$ cat config.mk
export PLATFORM = sky130hd
export DESIGN_NAME = arf_core_state
export DESIGN_NICKNAME = d
export VERILOG_FILES = /design/src/arf_pkg.sv /design/src/arf_ram_if.sv /design/src/arf_core_state.sv /design/src/arf_ram.sv
export VERILOG_INCLUDE_DIRS = /design/src
export SDC_FILE = /design/constraint.sdc
export NUM_CORES = 2
export LEC_CHECK = 0
export BUFFER_PORTS_ARGS = -buffer_cell sky130_fd_sc_hd__buf_2
export CAP_MARGIN = 40
export CORE_UTILIZATION = 55
export CTS_CLUSTER_SIZE = 40
export DETAILED_ROUTE_END_ITERATION = 8
export PLACE_DENSITY_LB_ADDON = 0.05
export SYNTH_ARGS = -nofsm -noshare
export SYNTH_HDL_FRONTEND = slang
export SYNTH_SLANG_ARGS = --single-unit
$ cat constraint.sdc
create_clock -name sys_clk -period 29.3 [get_ports sys_clk]
set_input_delay 1.465 -clock sys_clk [delete_from_list [all_inputs] [get_ports sys_clk]]
set_output_delay 1.465 -clock sys_clk [all_outputs]
set_load 0.03 [all_outputs]
$ cat src/arf_regs.svh
// Purpose: Offsets, field positions, reset values of the core state block
// Assumes: Direct addresses of the special register area are 8 bits
// Notes:   Definitions only
`ifndef ARF_REGS_SVH
`define ARF_REGS_SVH

// Direct address map of the special register area
`define ARF_SPECIAL_BASE  8'h80
`define ARF_ADDR_STACK    8'h81
`define ARF_ADDR_XPL      8'h82
`define ARF_ADDR_XPH      8'h83
`define ARF_ADDR_STATUS   8'hD0
`define ARF_ADDR_ACC      8'hE0
`define ARF_ADDR_MOP      8'hF0

// Reset values
`define ARF_STACK_RST     8'h07
`define ARF_IADDR_RST     16'h0000
`define ARF_ACC_RST       8'h00
`define ARF_MOP_RST       8'h00
`define ARF_STATUS_RST    8'h00
`define ARF_XP_RST        16'h0000

// Status word fields
`define ARF_ST_CARRY      7
`define ARF_ST_HALF       6
`define ARF_ST_USER       5
`define ARF_ST_BANK_HI    4
`define ARF_ST_BANK_LO    3
`define ARF_ST_RANGE      2
`define ARF_ST_PARITY     0

// Interrupt vectors, bank and external data layout, bit test position
`define ARF_VEC_BASE      16'h0003
`define ARF_VEC_STEP      16'h0008
`define ARF_BANK_BITS     3'h0
`define ARF_DISPLAY_PAGE  8'hFF
`define ARF_BITTEST_BIT   6

`endif

$ cat src/arf_pkg.sv
// Purpose: Types shared by the core state block
// Assumes: Nothing
// Notes:   Commands issued by the sequencer each cycle
package arf_pkg;

    typedef enum logic [2:0] {
        CMD_NONE,
        CMD_PUSH,
        CMD_POP,
        CMD_CALL,
        CMD_IRQ,
        CMD_JUMP,
        CMD_STEP
    } arf_cmd_e;

    typedef enum logic {
        ST_IDLE,
        ST_HIGH
    } arf_state_e;

    typedef logic [7:0] arf_byte_t;

endpackage : arf_pkg

$ cat src/arf_ram_if.sv
// Purpose: Port bundle between the state block and its internal RAM
// Assumes: Single port, registered read
// Notes:   None
`timescale 1ns/100ps
interface arf_ram_if;
    logic [7:0] addr;
    logic       we;
    logic [7:0] wdata;
    logic [7:0] rdata;

    modport ctl (output addr, output we, output wdata, input rdata);
    modport mem (input addr, input we, input wdata, output rdata);
endinterface : arf_ram_if

$ cat src/arf_core_state.sv
// Purpose: Architectural state of an 8-bit core: registers, stack, RAM
// Assumes: Sequencer issues one command or data access per cycle
// Notes:   Stack commands take the RAM ahead of data accesses
//
// Notes on behaviour
// - Stack pointer 8 bits, pre-incremented on push/call
// - Stack pointer resets to 07h, first push 08h
// - Instruction address 16 bits, reset to 0000h
// - Two bank bits select one of four banks
// - Carry takes arithmetic carry and shift carry
// - Half carry from bit 3 carry
// - Range flag set on signed overflow
// - Clear instruction clears range flag; bit test and ALU update can set it
// - Bit test copies operand bit 6 to range flag
// - Parity flag follows accumulator, even count reads 1
// - Accumulator pairs with companion into 16 bits
// - Companion holds multiply/divide operand and result byte
// - External pointer 16 bits addresses external data
// - Special registers upper 128, direct address only
// - Separate 64K program and data spaces
// - Flash writable only while programming
// - Interrupt vectors 0003h onward, 8 bytes apart
// - Accepted interrupt loads its vector
// - Internal RAM 256 bytes holds stack
// - External data page FFh flagged as display data channel
`timescale 1ns/100ps
`include "arf_regs.svh"
module arf_core_state
    import arf_pkg::*;
#(
    parameter int RAM_DEPTH = 256
) (
    input  wire logic        sys_clk,
    input  wire logic        nrst,
    input  wire arf_cmd_e    cmd,
    input  wire logic [7:0]  cmd_data,
    input  wire logic [15:0] cmd_target,
    input  wire logic [1:0]  irq_num,
    output logic             busy,
    input  wire logic [7:0]  dir_addr,
    input  wire logic        dir_rd,
    input  wire logic        dir_wr,
    input  wire logic [7:0]  dir_wdata,
    input  wire logic [2:0]  reg_idx,
    input  wire logic        reg_rd,
    input  wire logic        reg_wr,
    output logic [7:0]       rdata,
    output logic             rdata_valid,
    input  wire logic        alu_upd,
    input  wire logic        alu_carry,
    input  wire logic        alu_half,
    input  wire logic        alu_range,
    input  wire logic        shift_upd,
    input  wire logic        shift_carry,
    input  wire logic        clear_range_flag_instr,
    input  wire logic        bit_test,
    input  wire logic [7:0]  bit_operand,
    input  wire logic        acc_ld,
    input  wire logic [7:0]  acc_in,
    input  wire logic        md_ld,
    input  wire logic [15:0] md_result,
    input  wire logic        xp_ld,
    input  wire logic [15:0] xp_in,
    input  wire logic        ext_wr,
    input  wire logic        flash_prog,
    output logic [15:0]      fetch_addr,
    output logic [15:0]      ext_addr,
    output logic [15:0]      acc_pair,
    output logic [7:0]       status_word,
    output logic             display_sel,
    output logic             flash_wr_en
);

    ////////////////////////////////////////////////////////////////////////
    // State
    logic [7:0]  stack_pointer_reg;
    logic [15:0] instruction_address_reg;
    logic [15:0] target_reg;
    logic [7:0]  accumulator_reg;
    logic [7:0]  multiply_operand_register_reg;
    logic [7:0]  cpu_status_word_reg;
    logic [15:0] external_pointer_reg;
    arf_state_e  state_reg;
    logic        rd_ram_reg;
    logic        rd_any_reg;
    logic [7:0]  special_rdata_reg;
    logic        parity;
    logic [7:0]  status_view;
    logic        idle;
    logic        first_push;
    logic        second_push;
    logic        stk_adv;
    logic        pop_go;
    logic        dir_special;
    logic [7:0]  special_mux;

    arf_ram_if ram_bus ();

    arf_ram #(.DEPTH(RAM_DEPTH)) u_ram (
        .sys_clk (sys_clk),
        .port    (ram_bus.mem)
    );

    function automatic logic [15:0] vec_of(input logic [1:0] n);
        vec_of = `ARF_VEC_BASE + (`ARF_VEC_STEP * {14'h0000, n});
    endfunction : vec_of

    assign idle        = (state_reg == ST_IDLE);
    assign first_push  = idle && (cmd == CMD_PUSH || cmd == CMD_CALL || cmd == CMD_IRQ);
    assign second_push = (state_reg == ST_HIGH);
    assign stk_adv     = first_push || second_push;
    assign pop_go      = idle && (cmd == CMD_POP);
    assign busy        = second_push;
    assign dir_special = (dir_addr >= `ARF_SPECIAL_BASE);

    ////////////////////////////////////////////////////////////////////////
    // Call and interrupt sequencing
    always_ff @(posedge sys_clk) begin
        if (!nrst) begin
            state_reg <= ST_IDLE;
        end else begin
            case (state_reg)
                ST_IDLE: begin
                    if (cmd == CMD_CALL || cmd == CMD_IRQ) begin
                        state_reg <= ST_HIGH;
                    end
                end
                ST_HIGH: state_reg <= ST_IDLE;
                default: state_reg <= ST_IDLE;
            endcase
        end
    end

    always_ff @(posedge sys_clk) begin
        if (!nrst) begin
            target_reg <= `ARF_IADDR_RST;
        end else if (idle && cmd == CMD_IRQ) begin
            target_reg <= vec_of(irq_num);
        end else if (idle && cmd == CMD_CALL) begin
            target_reg <= cmd_target;
        end
    end

    // Instruction address
    always_ff @(posedge sys_clk) begin
        if (!nrst) begin
            instruction_address_reg <= `ARF_IADDR_RST;
        end else if (second_push) begin
            instruction_address_reg <= target_reg;
        end else if (idle && cmd == CMD_JUMP) begin
            instruction_address_reg <= cmd_target;
        end else if (idle && cmd == CMD_STEP) begin
            instruction_address_reg <= instruction_address_reg + 16'h0001;
        end
    end

    // Stack pointer: advanced before the byte lands
    always_ff @(posedge sys_clk) begin
        if (!nrst) begin
            stack_pointer_reg <= `ARF_STACK_RST;
        end else if (stk_adv) begin
            stack_pointer_reg <= stack_pointer_reg + 8'h01;
        end else if (pop_go) begin
            stack_pointer_reg <= stack_pointer_reg - 8'h01;
        end else if (dir_wr && dir_addr == `ARF_ADDR_STACK) begin
            stack_pointer_reg <= dir_wdata;
        end
    end

    ////////////////////////////////////////////////////////////////////////
    // RAM port: stack, then bank registers, then direct addresses
    always_comb begin
        ram_bus.addr  = 8'h00;
        ram_bus.we    = 1'b0;
        ram_bus.wdata = 8'h00;
        if (stk_adv) begin
            ram_bus.addr = stack_pointer_reg + 8'h01;
            ram_bus.we   = 1'b1;
            if (second_push) begin
                ram_bus.wdata = instruction_address_reg[15:8];
            end else if (cmd == CMD_PUSH) begin
                ram_bus.wdata = cmd_data;
            end else begin
                ram_bus.wdata = instruction_address_reg[7:0];
            end
        end else if (pop_go) begin
            ram_bus.addr = stack_pointer_reg;
        end else if (reg_rd || reg_wr) begin
            ram_bus.addr  = {`ARF_BANK_BITS, cpu_status_word_reg[`ARF_ST_BANK_HI],
                             cpu_status_word_reg[`ARF_ST_BANK_LO], reg_idx};
            ram_bus.we    = reg_wr;
            ram_bus.wdata = dir_wdata;
        end else if ((dir_rd || dir_wr) && !dir_special) begin
            ram_bus.addr  = dir_addr;
            ram_bus.we    = dir_wr;
            ram_bus.wdata = dir_wdata;
        end
    end

    ////////////////////////////////////////////////////////////////////////
    // Accumulator and companion
    always_ff @(posedge sys_clk) begin
        if (!nrst) begin
            accumulator_reg <= `ARF_ACC_RST;
        end else if (md_ld) begin
            accumulator_reg <= md_result[7:0];
        end else if (acc_ld) begin
            accumulator_reg <= acc_in;
        end else if (dir_wr && dir_addr == `ARF_ADDR_ACC) begin
            accumulator_reg <= dir_wdata;
        end
    end

    always_ff @(posedge sys_clk) begin
        if (!nrst) begin
            multiply_operand_register_reg <= `ARF_MOP_RST;
        end else if (md_ld) begin
            multiply_operand_register_reg <= md_result[15:8];
        end else if (dir_wr && dir_addr == `ARF_ADDR_MOP) begin
            multiply_operand_register_reg <= dir_wdata;
        end
    end

    assign acc_pair = {multiply_operand_register_reg, accumulator_reg};

    ////////////////////////////////////////////////////////////////////////
    // Status word; hardware events override a software write
    assign parity   = ~(^accumulator_reg);
    assign status_view = {cpu_status_word_reg[7:1], parity};
    assign status_word = status_view;

    always_ff @(posedge sys_clk) begin
        if (!nrst) begin
            cpu_status_word_reg <= `ARF_STATUS_RST;
        end else begin
            if (dir_wr && dir_addr == `ARF_ADDR_STATUS) begin
                cpu_status_word_reg <= {dir_wdata[7:1], 1'b0};
            end
            if (clear_range_flag_instr) begin
                cpu_status_word_reg[`ARF_ST_RANGE] <= 1'b0;
            end
            if (bit_test) begin
                cpu_status_word_reg[`ARF_ST_RANGE] <= bit_operand[`ARF_BITTEST_BIT];
            end
            if (alu_upd) begin
                cpu_status_word_reg[`ARF_ST_CARRY] <= alu_carry;
                cpu_status_word_reg[`ARF_ST_HALF]  <= alu_half;
                cpu_status_word_reg[`ARF_ST_RANGE] <= alu_range;
            end
            if (shift_upd) begin
                cpu_status_word_reg[`ARF_ST_CARRY] <= shift_carry;
            end
        end
    end

    ////////////////////////////////////////////////////////////////////////
    // External pointer and memory space steering
    always_ff @(posedge sys_clk) begin
        if (!nrst) begin
            external_pointer_reg <= `ARF_XP_RST;
        end else if (xp_ld) begin
            external_pointer_reg <= xp_in;
        end else if (dir_wr && dir_addr == `ARF_ADDR_XPL) begin
            external_pointer_reg[7:0] <= dir_wdata;
        end else if (dir_wr && dir_addr == `ARF_ADDR_XPH) begin
            external_pointer_reg[15:8] <= dir_wdata;
        end
    end

    assign fetch_addr  = instruction_address_reg;
    assign ext_addr    = external_pointer_reg;
    assign display_sel = (external_pointer_reg[15:8] == `ARF_DISPLAY_PAGE);
    assign flash_wr_en = ext_wr && flash_prog;

    ////////////////////////////////////////////////////////////////////////
    // Read return, one cycle after the request
    always_comb begin
        case (dir_addr)
            `ARF_ADDR_STACK:  special_mux = stack_pointer_reg;
            `ARF_ADDR_XPL:    special_mux = external_pointer_reg[7:0];
            `ARF_ADDR_XPH:    special_mux = external_pointer_reg[15:8];
            `ARF_ADDR_STATUS: special_mux = status_view;
            `ARF_ADDR_ACC:    special_mux = accumulator_reg;
            `ARF_ADDR_MOP:    special_mux = multiply_operand_register_reg;
            default:          special_mux = 8'h00;
        endcase
    end

    always_ff @(posedge sys_clk) begin
        if (!nrst) begin
            rd_ram_reg    <= 1'b0;
            rd_any_reg    <= 1'b0;
            special_rdata_reg <= 8'h00;
        end else begin
            rd_ram_reg    <= pop_go || (!stk_adv && (reg_rd || (dir_rd && !dir_special)));
            rd_any_reg    <= pop_go || (!stk_adv && (reg_rd || dir_rd));
            special_rdata_reg <= special_mux;
        end
    end

    assign rdata       = rd_ram_reg ? ram_bus.rdata : special_rdata_reg;
    assign rdata_valid = rd_any_reg;
endmodule : arf_core_state

$ cat src/arf_ram.sv
// Purpose: Internal data RAM holding banks, bit area and stack
// Assumes: One access per cycle
// Notes:   Read data come from a register one cycle after the address
`timescale 1ns/100ps
module arf_ram #(
    parameter int DEPTH = 256
) (
    input  wire logic sys_clk,
    arf_ram_if.mem    port
);

    logic [7:0] mem_reg [DEPTH];
    logic [7:0] rdata_reg;

    always_ff @(posedge sys_clk) begin
        if (port.we) begin
            mem_reg[port.addr] <= port.wdata;
        end
    end

    always_ff @(posedge sys_clk) begin
        rdata_reg <= mem_reg[port.addr];
    end

    assign port.rdata = rdata_reg;

endmodule : arf_ram

==> insert_results.sql <==
INSERT INTO impl_metrics (metric_group, metric, value, unit) VALUES
('pwr', 'power.leakage', '32.2', 'nW'),
('global_route', 'grt_first_pass_wirelength', '342000', 'um'),
('synthesis', 'syn_nets', '6343', ''),
('timing', 'min_period', '7.34', 'ns'),
('worst_setup_path', 'signal_arrival_time_at_the_worst_endpoint', '8.03', 'ns'),
('clocking', 'ctsRootBufferMaster', 'sky130_fd_sc_hd__clkbuf_16', ''),
('pwr', 'vdd_drop_max', '70.7', 'uV'),
('clocking', 'tritoncts', 'yes', ''),
('clocking', 'cts_buffer_depth', '3', ''),
('floorplanning', 'die_h', '398', 'um'),
('worst_setup_path', 'timing.critical_path.required', '29.99', 'ns'),
('timing', 'whs', '0.452', 'ns'),
('layout', 'layout_commonest_cell', 'sky130_fd_sc_hd__edfxtp_1', ''),
('route', 'dr_wl_met2', '110000', 'um'),
('clocking', 'cts.sinks', '2146', ''),
('global_route', 'grt_pass1_vias', '50901', ''),
('min_path', 'min-delay-path-class', 'reg2reg', ''),
('worst_setup_path', 'cp_max_fo', '101', ''),
('placed_design', 'placed_cells', '8191', ''),
('route', 'drt_first_pass_iters', '8', ''),
('timing', 'rsz0062_at_grt', 'no', ''),
('worst_setup_path', 'worst_path_cell_trace', 'buf_2, nor3b_1, or3_1, a32o_4, buf_4, buf_4, buf_12, mux2i_1, mux2i_1, o2111ai_1, nand4_1, nor3_1, o32ai_1', ''),
('placed_design', 'routabilityCongestion', '0.891', ''),
('route', 'drtAntennaViolNets', '0', ''),
('placed_design', 'port_buffers', '175', ''),
('placed_design', 'dp_hpwl', '141000', 'um'),
('status', 'status', 'finished, final reports clean', ''),
('floorplanning', 'initial_utilization', '0.554', ''),
('job', 'drv_cap', '0', ''),
('timing', 'finalSetupViolCount', '0', ''),
('timing', 'final_max_slew_viol_count', '0', ''),
('layout', 'finalNonFillerCells', '8589', ''),
('worst_setup_path', 'crit_path_start_kind', 'input pin', ''),
('timing', 'highest_achievable_clock_rate', '136', 'MHz'),
('timing', 'worst-slew-pin-transition', '1.36', 'ns'),
('floorplanning', 'design.portCount', '183', ''),
('route', 'route.detailed.wl_per_inst', '27.4', 'um'),
('clocking', 'post_cts_hold_buffer_count', '0', ''),
('synthesis', 'post_synth_num_cell_types', '74', ''),
('floorplanning', 'floorplan.rows', '145', ''),
('synthesis', 'synth_area', '86400', 'um2'),
('pwr', 'pwr_density_cell', '74.7', 'nW/um2'),
('global_route', 'initial_antenna_violation_count', '12', ''),
('floorplanning', 'coreArea', '156000', 'um2'),
('pwr', 'power.total', '0.00721', 'W'),
('layout', 'most-common-layout-cells', 'sky130_fd_sc_hd__edfxtp_1 (2048), sky130_fd_sc_hd__nand2_1 (1104), sky130_fd_sc_hd__a21oi_1 (526)', ''),
('clocking', 'htree_levels', '4', ''),
('timing', 'final.setup.tns', '0', 'ns'),
('route', 'detailroute.wirelength.met3', '19500', 'um'),
('synthesis', 'synthesis.instances', '6225', ''),
('floorplanning', 'die_width', '398', 'um'),
('layout', 'post_route_cells_drive_above_1_share', '0.111', ''),
('worst_setup_path', 'ff2ff_setup_slack', '22.29', 'ns'),
('timing', 'fin_crit_sh', '0.251', ''),
('clocking', 'clk_pin_slew_worst_paths', '0.06', 'ns'),
('route', 'drt-met1-wl', '97600', 'um'),
('route', 'routed.top_layer', 'met5', ''),
('route', 'vias_per_cell', '6.23', ''),
('synthesis', 'ys_seq_elements', '2146', ''),
('route', 'detailedRoute.firstIterationViolations', '6229', ''),
('worst_setup_path', 'nature_of_the_critical_path_endpoint', 'register', ''),
('synthesis', 'ys_dominant_reg_cell', 'sky130_fd_sc_hd__edfxtp_1', ''),
('route', 'drc', '0', ''),
('timing', 'fin_skew', '0.0373', 'ns'),
('timing', 'max_slew_margin', '0.0920', ''),
('layout', 'largest_register_ffs', '2048', ''),
('clocking', 'clock_insertion_delay_worst_skew', '0.86', 'ns'),
('worst_setup_path', 'path_class', 'in2reg', ''),
('synthesis', 'ys.warnings.count', '0', ''),
('synthesis', 'syn_area_per_cell', '13.9', 'um2'),
('timing', 'report.final.hold_viol_count', '0', '');
where the power goes:
group / internal, W / switching [W]
Combinational: 0.000292 / 0.000786
Sequential: 0.00345 / 0.0000305
Clock: 0.00148 / 0.00116
stage by stage:
| step | util | setup WS, ns | instance area [um2] |
|---|---|---|---|
| floorplan | - | 14.59 | 86400 |
| global placement | 0.572 | 21.18 | 89200 |
| detailed placement | 0.575 | 21.20 | 89800 |
| CTS | 0.619 | 22.11 | 96500 |
| global route | 0.619 | 21.72 | 96500 |
| finish | 0.619 | 21.96 | 96600 |
critical path: cells and delay by family:
family / cells / cell delay (ns)
AND/OR/NAND/NOR: 4 / 2.39
buffers and inverters: 4 / 2.20
AO/OA/AOI/OAI: 3 / 1.19
multiplexers: 2 / 0.40
layer usage:
layer,global-route usage,up-vias
met5,0,-
met4,0.109,8
met3,0.0513,420
met2,0.454,2318
met1,0.423,26918
li1,-,23838
synth_stat cells (12+ instances only):
master | n | area share
sky130_fd_sc_hd__buf_4 | 37 | 0.0032
sky130_fd_sc_hd__mux2i_1 | 403 | 0.047
sky130_fd_sc_hd__a32oi_1 | 40 | 0.0041
sky130_fd_sc_hd__o22ai_1 | 88 | 0.0064
sky130_fd_sc_hd__a31oi_1 | 25 | 0.0018
sky130_fd_sc_hd__o21ai_0 | 81 | 0.0047
sky130_fd_sc_hd__xnor2_1 | 14 | 0.0014
sky130_fd_sc_hd__buf_1 | 33 | 0.0014
sky130_fd_sc_hd__a211oi_1 | 40 | 0.0035
sky130_fd_sc_hd__nand2_1 | 1114 | 0.048
sky130_fd_sc_hd__nor4_1 | 33 | 0.0024
sky130_fd_sc_hd__nand3_1 | 283 | 0.016
sky130_fd_sc_hd__o31ai_1 | 16 | 0.0014
sky130_fd_sc_hd__inv_1 | 12 | 0.00052
sky130_fd_sc_hd__a221oi_1 | 29 | 0.0029
sky130_fd_sc_hd__a21oi_1 | 527 | 0.031
sky130_fd_sc_hd__clkbuf_1 | 146 | 0.0063
sky130_fd_sc_hd__a22oi_1 | 230 | 0.020
sky130_fd_sc_hd__dfxtp_1 | 98 | 0.023
sky130_fd_sc_hd__mux4_2 | 40 | 0.010
sky130_fd_sc_hd__nand4_1 | 81 | 0.0059
sky130_fd_sc_hd__nor3_1 | 48 | 0.0028
sky130_fd_sc_hd__edfxtp_1 | 2048 | 0.71
sky130_fd_sc_hd__buf_2 | 192 | 0.011
sky130_fd_sc_hd__nor2_1 | 419 | 0.018
worst paths after layout:
kind / startpoint / end / cells after the start
max: cmd[2] / u_ram.port.rdata[7] / 13
min: target_reg[14] / target_reg[14] / 2
max reg2reg: busy / u_ram.port.rdata[7] / 13
min reg2reg: target_reg[14] / target_reg[14] / 2
cell families (layout without fill, tap and decap cells):
kind of cell	count (synthesis)	in the layout	synth area share
DFF	2146	2146	0.734
and+or+nand+nor	2029	2029	0.0986
AOI/OAI and AO/OA	1145	1145	0.0827
muxes	452	452	0.0583
buffers and inverters	427	725	0.0234
xor gates and xnor gates	23	23	0.00233
adders and majority gates	3	3	0.000434
other	0	8	0
layout make-up:
type | count | area, um2
sequential | 2146 | 63500
fill | 11747 | 59500
multi-input combinational | 3652 | 21300
clock buffer | 274 | 5590
tap | 2058 | 2570
timing repair buffer | 325 | 2440
clock inverter | 113 | 1150
inverter | 13 | 48.8
antenna | 8 | 20.0
Note: power is estimated with default switching activity, not from simulation.
